## src/inc/cfg_bank_consts.svh

```systemverilog
`ifndef CFG_BANK_CONSTS_SVH
`define CFG_BANK_CONSTS_SVH
// ----------------------------------------
// Configuration space layout
// ----------------------------------------
`define CFG_OFS_IDENT       6'h00
`define CFG_OFS_CMD_STAT    6'h01
`define CFG_OFS_REV_CLASS   6'h02
`define CFG_IDX_LAST        6'h0f
// ----------------------------------------
// Command and status bit positions
// ----------------------------------------
`define CMD_IO_EN_BIT       0
`define CMD_MEM_EN_BIT      1
`define CMD_PAR_EN_BIT      6
`define CMD_STEP_BIT        7
`define CMD_SERR_EN_BIT     8
`define STAT_MDPE_BIT       24
`define STAT_DEVSEL_LO      25
`define STAT_DEVSEL_HI      26
`define STAT_SERR_BIT       30
`define STAT_PERR_BIT       31
// ----------------------------------------
// Fixed field values
// ----------------------------------------
`define DEVSEL_SLOW         2'h2
`define CLASS_BRIDGE        24'h060500
`define WORD_ZERO           32'h0000_0000
`endif

```

## src/inc/cfg_bank_pkg.sv

```systemverilog
`default_nettype none
package cfg_bank_pkg;
  typedef enum logic [1:0] {
    SPACE_CFG,
    SPACE_IO,
    SPACE_MEM
  } space_t;
endpackage
`default_nettype wire

```

## src/hw/pci_config_header_bank.sv

```systemverilog
// Overview of operation
// - With I/O enable clear, every I/O access and socket I/O window is ignored.
// - With I/O enable set, claim base range and enabled socket I/O windows.
// - Memory transactions and memory windows answer only with memory enable set.
// - Parity enable gates all parity checking and reporting except the detected flag.
// - Command bit 7 always reads one, advertising address stepping.
// - System error pin fires on address parity error if both enables are set.
// - Only detected address parity errors ever drive the system error pin.
// - System-error-generated flag sets only when this device fires the pin.
// - Parity-detected flag sets on any address or data parity error, always.
// - Master data parity flag is reserved and reads zero.
// - Device select timing field always reads binary 10, slow decode.
// - Class code field always reads the fixed bridge class value.
// - Revision field reports the silicon revision byte from the operation registers.
// - First word returns fixed vendor code low and device code high.
// - Configuration bank spans offsets 00 to 3F and serves the whole chip.
`default_nettype none
`include "cfg_bank_consts.svh"

module pci_config_header_bank
  import cfg_bank_pkg::*;
#(
  parameter logic [15:0] VENDOR_CODE = 16'h0abc, // Arbitrary value
  parameter logic [15:0] DEVICE_CODE = 16'h0def  // Arbitrary value
) (
  input  wire logic        clk,
  input  wire logic        rst_n,
  input  wire logic        cfg_sel,
  input  wire logic        cfg_wr,
  input  wire logic [5:0]  cfg_index,
  input  wire logic [3:0]  cfg_be,
  input  wire logic [31:0] cfg_wdata,
  output var  logic [31:0] cfg_rdata_q,
  output var  logic        cfg_rvalid_q,
  input  wire logic [7:0]  silicon_rev,
  input  wire logic        req_valid,
  input  wire space_t      req_space,
  input  wire logic        req_in_base,
  input  wire logic        req_in_io_win,
  input  wire logic        req_in_mem_win,
  output var  logic        claim_q,
  input  wire logic        addr_par_err,
  input  wire logic        data_par_err,
  output var  logic        serr_oe_q,
  output var  logic        perr_report_q,
  output var  logic        io_space_en_q,
  output var  logic        mem_space_en_q
);
  // ----------------------------------------
  // Writable command bits
  // ----------------------------------------
  logic par_en_q;
  logic serr_en_q;
  logic serr_flag_q;
  logic perr_flag_q;
  logic serr_fire;
  logic cmd_wr;
  logic stat_clr_serr;
  logic stat_clr_perr;
  logic [31:0] cmd_stat_word;
  logic [31:0] rdata_d;

  // Config cycles are decoded by the bus core; only indices inside the header land here
  assign cmd_wr = cfg_sel && cfg_wr && (cfg_index == `CFG_OFS_CMD_STAT);

  always_ff @(posedge clk or negedge rst_n) begin
    if (!rst_n) begin
      io_space_en_q  <= 1'b0;
      mem_space_en_q <= 1'b0;
      par_en_q       <= 1'b0;
      serr_en_q      <= 1'b0;
    end else if (cmd_wr) begin
      // Only the enable bits are stored; bits 7 and reserved bits are not
      if (cfg_be[0]) begin
        io_space_en_q  <= cfg_wdata[`CMD_IO_EN_BIT];
        mem_space_en_q <= cfg_wdata[`CMD_MEM_EN_BIT];
        par_en_q       <= cfg_wdata[`CMD_PAR_EN_BIT];
      end
      if (cfg_be[1]) begin
        serr_en_q <= cfg_wdata[`CMD_SERR_EN_BIT];
      end
    end
  end

  // ----------------------------------------
  // Error detection and system error pin
  // ----------------------------------------
  assign serr_fire = addr_par_err && par_en_q && serr_en_q;

  serr_pulse u_serr (
    .clk       (clk),
    .rst_n     (rst_n),
    .fire      (serr_fire),
    .serr_oe_q (serr_oe_q)
  );

  // Data parity reporting is suppressed entirely when checking is off
  always_ff @(posedge clk or negedge rst_n) begin
    if (!rst_n) begin
      perr_report_q <= 1'b0;
    end else begin
      perr_report_q <= data_par_err && par_en_q;
    end
  end

  // ----------------------------------------
  // Sticky status flags, write one to clear
  // ----------------------------------------
  assign stat_clr_serr = cmd_wr && cfg_be[3] && cfg_wdata[`STAT_SERR_BIT];
  assign stat_clr_perr = cmd_wr && cfg_be[3] && cfg_wdata[`STAT_PERR_BIT];

  always_ff @(posedge clk or negedge rst_n) begin
    if (!rst_n) begin
      serr_flag_q <= 1'b0;
    end else if (serr_fire) begin
      serr_flag_q <= 1'b1;
    end else if (stat_clr_serr) begin
      serr_flag_q <= 1'b0;
    end
  end

  // Set wins over a clear in the same cycle so no event is lost
  always_ff @(posedge clk or negedge rst_n) begin
    if (!rst_n) begin
      perr_flag_q <= 1'b0;
    end else if (addr_par_err || data_par_err) begin
      perr_flag_q <= 1'b1;
    end else if (stat_clr_perr) begin
      perr_flag_q <= 1'b0;
    end
  end

  // ----------------------------------------
  // Target claim gating
  // ----------------------------------------
  always_ff @(posedge clk or negedge rst_n) begin
    if (!rst_n) begin
      claim_q <= 1'b0;
    end else if (!req_valid) begin
      claim_q <= 1'b0;
    end else begin
      case (req_space)
        SPACE_IO:  claim_q <= io_space_en_q && (req_in_base || req_in_io_win);
        SPACE_MEM: claim_q <= mem_space_en_q && req_in_mem_win;
        default:   claim_q <= 1'b0;
      endcase
    end
  end

  // ----------------------------------------
  // Read path
  // ----------------------------------------
  always_comb begin
    cmd_stat_word = `WORD_ZERO;
    cmd_stat_word[`CMD_IO_EN_BIT]   = io_space_en_q;
    cmd_stat_word[`CMD_MEM_EN_BIT]  = mem_space_en_q;
    cmd_stat_word[`CMD_PAR_EN_BIT]  = par_en_q;
    cmd_stat_word[`CMD_STEP_BIT]    = 1'b1;
    cmd_stat_word[`CMD_SERR_EN_BIT] = serr_en_q;
    cmd_stat_word[`STAT_MDPE_BIT]   = 1'b0;
    cmd_stat_word[`STAT_DEVSEL_HI:`STAT_DEVSEL_LO] = `DEVSEL_SLOW;
    // Bits 29-27 read zero; software must not rely on them
    cmd_stat_word[`STAT_SERR_BIT]   = serr_flag_q;
    cmd_stat_word[`STAT_PERR_BIT]   = perr_flag_q;
  end

  always_comb begin
    case (cfg_index)
      `CFG_OFS_IDENT:     rdata_d = {DEVICE_CODE, VENDOR_CODE};
      `CFG_OFS_CMD_STAT:  rdata_d = cmd_stat_word;
      `CFG_OFS_REV_CLASS: rdata_d = {`CLASS_BRIDGE, silicon_rev};
      default:            rdata_d = `WORD_ZERO;
    endcase
  end

  always_ff @(posedge clk or negedge rst_n) begin
    if (!rst_n) begin
      cfg_rdata_q  <= `WORD_ZERO;
      cfg_rvalid_q <= 1'b0;
    end else begin
      cfg_rvalid_q <= cfg_sel && !cfg_wr;
      cfg_rdata_q  <= (cfg_sel && !cfg_wr) ? rdata_d : `WORD_ZERO;
    end
  end
endmodule
`default_nettype wire

```

## src/hw/serr_pulse.sv

```systemverilog
`default_nettype none
// ----------------------------------------
// Register a one-cycle error event, unstretched and one cycle later, onto the open-drain system error pin
// ----------------------------------------
module serr_pulse (
  input  wire logic clk,
  input  wire logic rst_n,
  input  wire logic fire,
  output var  logic serr_oe_q
);
  always_ff @(posedge clk or negedge rst_n) begin
    if (!rst_n) begin
      serr_oe_q <= 1'b0;
    end else begin
      serr_oe_q <= fire;
    end
  end
endmodule
`default_nettype wire

```

## config.mk

```make
export PLATFORM = sky130hd
export DESIGN_NAME = pci_config_header_bank
export DESIGN_NICKNAME = d
export VERILOG_FILES = /design/src/inc/cfg_bank_pkg.sv /design/src/hw/pci_config_header_bank.sv /design/src/hw/serr_pulse.sv
export VERILOG_INCLUDE_DIRS = /design/src /design/src/inc
export SDC_FILE = /design/constraint.sdc
export NUM_CORES = 1
export LEC_CHECK = 0
export ABC_CLOCK_PERIOD_IN_PS = 1100
export BUFFER_PORTS_ARGS = -buffer_cell sky130_fd_sc_hd__buf_2
export CAP_MARGIN = 20
export CORE_ASPECT_RATIO = 0.7
export CORE_MARGIN = 3
export CORE_UTILIZATION = 36
export CTS_CLUSTER_SIZE = 25
export DETAILED_ROUTE_END_ITERATION = 6
export PLACE_DENSITY_LB_ADDON = 0.2
export SLEW_MARGIN = 5
export SYNTH_ARGS = -nofsm -noshare
export SYNTH_HDL_FRONTEND = slang
export SYNTH_SLANG_ARGS = --single-unit
```

## constraint.sdc

```tcl
create_clock -name clk -period 1.1 [get_ports clk]
set_clock_uncertainty 0.05 [all_clocks]
set_input_delay 0.055 -clock clk [delete_from_list [all_inputs] [get_ports clk]]
set_output_delay 0.055 -clock clk [all_outputs]
set_load 0.01 [all_outputs]
```

Word-level counts from Yosys, hierarchy flattened:

Cells that the tools add are included.

* register bits: 42
* bits of input ports: 62
* output and inout bits: 38

* equality and inequality tests: 4
* mux-type cells: 8
* reductions and logical operators: 19

Operators by type and width (number)
* $pmux 32 s3: 1
* $mux 32: 1
* $logic_and 1x1->1: 11
* $eq 6x1->1 const B: 1
* $eq 6x2->1 const B: 1
* $logic_not 6->1: 1
* $mux 1: 5
* $reduce_and 2->1: 2
* $reduce_bool 2->1: 2
* $eq 2x1->1 const B: 1
* $eq 2x2->1 const B: 1
* $logic_or 1x1->1: 2
* $pmux 1 s2: 1
* $logic_not 1->1: 1

Logic depth before layout (Yosys ltp):

* depth in word-level cells: 6
* mapped depth: 4
* depth with buffers taken out: 4

Hierarchy:

Synthesis repeated with hierarchy kept, for this count alone.

* cells, all modules: 96
* area total of the unflattened synthesis: 1106.1 um^2

Modules (own cells, without submodules)
* pci_config_header_bank: instances 1, cells an instance 95, area an instance 1081.0 um^2, sequential area each 600.6 um^2
* serr_pulse: instances 1, cells an instance 1, area an instance 25.0 um^2, sequential area each 25.0 um^2

Worst setup path before layout:

OpenSTA, ideal clock, no wires.

* kind: input to register
* from: input port cfg_index[3]
* to: register mem_space_en_q
* library setup time: 0.128 ns
* data arrival time: 0.904 ns
* path slack: 0.018 ns
* cell stages on the path: 3
* path buffers: 0
* cells stage by stage: nor4_4 nand3_2 mux2_1

* cells in the longest elaborated chain, start to end: 3

Ends and longest elaborated chain
* start, declared: line pci_config_header_bank.sv:30 `input wire logic [5:0] cfg_index,`
* $eq 6x1->1
* $logic_and 1x1->1: line pci_config_header_bank.sv:64 `` assign cmd_wr = cfg_sel && cfg_wr && (cfg_index == `CFG_OFS_CMD_STAT); ``
* $reduce_and 2->1 (no line)
* end signal, assigned: line pci_config_header_bank.sv:76 `` mem_space_en_q <= cfg_wdata[`CMD_MEM_EN_BIT]; ``
* end, declared: line pci_config_header_bank.sv:47 `output var logic mem_space_en_q`

No other way between the ends.
A chain may end at the register's enable or synchronous reset.

==> impl_metrics.toml <==
[status]
status = "completed"

[clock_network]
cts.sinks = 25
cts_tree = "yes"
clk_latency_ps = 260
cts_setup_buffers = 0
h-tree-depth = 1
cts_hold_buf = 15
cts_root_buffer = "clkbuf_8"
cts_buffer_depth = 2
path_clk_slew_ps = 80
cts_buffers = 3
post_cts_resized = 0

[finish]
area.growth.synth_to_final_pct = 43.9
fin_area_um2 = 1590
drive_above_1_share_pct = 43.6
fill_cells = 275
diodes = 0
fin_cells = 208
finish.net_count = 237

[placed_design]
placed_cells = 189
portBuffers = 64
dp_slack_ps = -133
dpl_cell_area_um2 = 1400
hpwl_um = 1880
place_congestion = 0.714

[sta]
whs_ps = 6.56
hold_viol = 0
maxSlewViolCount = 0
setup_viol = 0
fin_crit_sh_pct = 87.4
max_slew_margin_pct = 64.1
fmax_ghz = 1.04
rsz0062_at_grt = "no"
period_minus_slack_ps = 961
setup_slack_ps = 139
worstMarginPinSlew_ps = 538

[worst_setup_path]
cp.arrival_ps = 860
rrSetupSlack_ps = 170
crit_path_cell_trace = "buf_2"
critPathBufInv = 1
cp_max_fo = 9
critical_path_class = "flip-flop to output pin"
crit_family = "flip-flops"
r2r-start = "par_en_q$_DFFE_PN0P_"
crit_slowest_cell = "dfrtp_1"
required_ps = 1000
r2r-end = "serr_flag_q$_DFFE_PN0P_"
max_stage_delay_ps = 430
reg2reg_depth = 2
end_kind = "output pin"
startpoint_type = "flip-flop"
startpoint = "cfg_rdata_q[27]$_DFF_PN0_"

[synth]
synth_flop_cell = "dfrtp_1"
synth-edff-count = 0
yosysSeqAreaShare_pct = 56.6
syn-cell-area_um2 = 1110
synth.distinct_cells = 26
syn_inst = 96
async_flop_share_pct = 100
yosysWarningCount = 0
synth_seq_cells = 25
syn_avg_cell_area_um2 = 11.5

[route]
vias = 922
wl_met2_um = 1260
met1_length_um = 937
ant_nets = 0
routed.top_layer = "met4"
remaining_drc_errors = 0
dr.pass1.iters = 4
wl_met3_um = 223
drt-vias-per-instance = 4.43
routed_wl_um = 2530
post_drt_wl_per_cell_um = 12.2
drt-initial-drc-count = 29

[die]
die_y_um = 52.4
initial_core_util_pct = 38.6
dieArea_um2 = 3780
rows = 16
coreArea_um2 = 2860
die_w_um = 72.3
pin_count = 100

[grt]
antenna_found_initial = 0
grt_pass1_wl_um = 3950
grt_max_degree = 26
track_usage_pct = 14.1
grt_pass1_vias = 894
grt_overflow = 0

[power_and_ir_drop]
vdd_drop_max_v = 0.000657
power_leakage_nw = 0.952
power_density_nw_per_um2 = 1050

[min_path]
min_path_cells = 3
hp-start = "silicon_rev[6]"
holdPathEnd = "cfg_rdata_q[6]$_DFF_PN0_"
hold_path.class = "primary input to flip-flop"

[job]
drv_cap = 0
==> layer usage <==
metal	global-route usage, %	vias up
met2	24.5	43
met3	5.17	10
li1	-	444
met5	0	-
met1	14.9	425
met4	7.81	0
==> through the flow <==
step                util [%]  setup TNS (ps)  power (mW)
floorplan                  -               0        1.04
global placement        48.8            -429        1.12
detailed placement      48.8            -817        1.13
CTS                     55.6               0        1.68
global route            55.6               0        1.76
finish                  55.6               0        1.67
==> sequential cells by signal, summed over array words and instances, names as in the netlist <==
| register | count |
|---|---|
| cfg_rdata_q | 15 |
| cfg_rvalid_q | 1 |
| claim_q | 1 |
| io_space_en_q | 1 |
| mem_space_en_q | 1 |
| par_en_q | 1 |
| perr_flag_q | 1 |
| perr_report_q | 1 |
| serr_en_q | 1 |
| serr_flag_q | 1 |
| u_serr.serr_oe_q | 1 |
==> cells in the final DEF (no fill, tap or decap), types with 2 or more instances in the layout <==
cell	instances
buf_2	64
dfrtp_1	25
dlygate4sd3_1	15
inv_1	8
conb_1	8
a21oi_1	7
nor2_1	5
and3_1	4
buf_4	4
nor2b_1	3
a22oi_1	3
mux2_1	3
clkbuf_8	3
nand2b_1	2
nand3_1	2
nand4_1	2
ha_1	2
==> synthesized netlist by cell type (2+ instances only) <==
cell type	count	area share [%]
nor2_1	5	1.7
nand3_1	2	0.91
nand2b_1	2	1.1
nor2b_1	3	1.7
a21oi_1	7	3.2
buf_4	17	12
nand4_1	2	1.1
ha_1	2	2.3
and3_1	4	2.3
a22oi_1	3	2.0
inv_1	8	2.7
mux2_1	3	3.1
dfrtp_1	25	57
==> worst register-to-register path: cells and delay by family (launching register included) <==
family          cells  cell delay [ps]
flops               1              430
simple gates        1              200
compound gates      1              150
==> cell families (layout without fill, tap and decap cells) <==
family | count (synthesis) | after routing | share of synthesized area, %
buf+inv | 26 | 95 | 14.6
other cells | 1 | 8 | 0.339
fa+ha+maj | 2 | 2 | 2.26
flops | 25 | 25 | 56.6
simple gates | 25 | 25 | 14.8
mux | 4 | 4 | 4.07
compound gates | 13 | 13 | 7.35
==> final cells by class <==
type	instances	area, um^2	area share, %
repair buffers	83	500	31.4
well taps	36	45.0	2.83
multi-input cells	52	345	21.7
clock buffers	4	45.0	2.83
flip-flops and latches	25	626	39.3
inverters	8	30.0	1.89
==> where the power goes <==
part | internal (mW) | total [mW] | switching [mW] | leakage (nW)
clock network | 0.258 | 0.514 | 0.256 | 0.0228
logic | 0.113 | 0.211 | 0.0980 | 0.588
registers | 0.931 | 0.941 | 0.00936 | 0.342
==> worst max path at each step <==
stage                                       endpoint  slack, ps  cells after the start
final                                cfg_rdata_q[22]        140                      1
after detailed placement  mem_space_en_q$_DFFE_PN0P_       -130                      5
after floorplan           mem_space_en_q$_DFFE_PN0P_         20                      3
after global routing        cfg_rdata_q[5]$_DFF_PN0_         60                      5
after global placement          par_en_q$_DFFE_PN0P_        -80                      5
after CTS                            cfg_rdata_q[22]        120                      1
(Power assumes the default switching activity.)
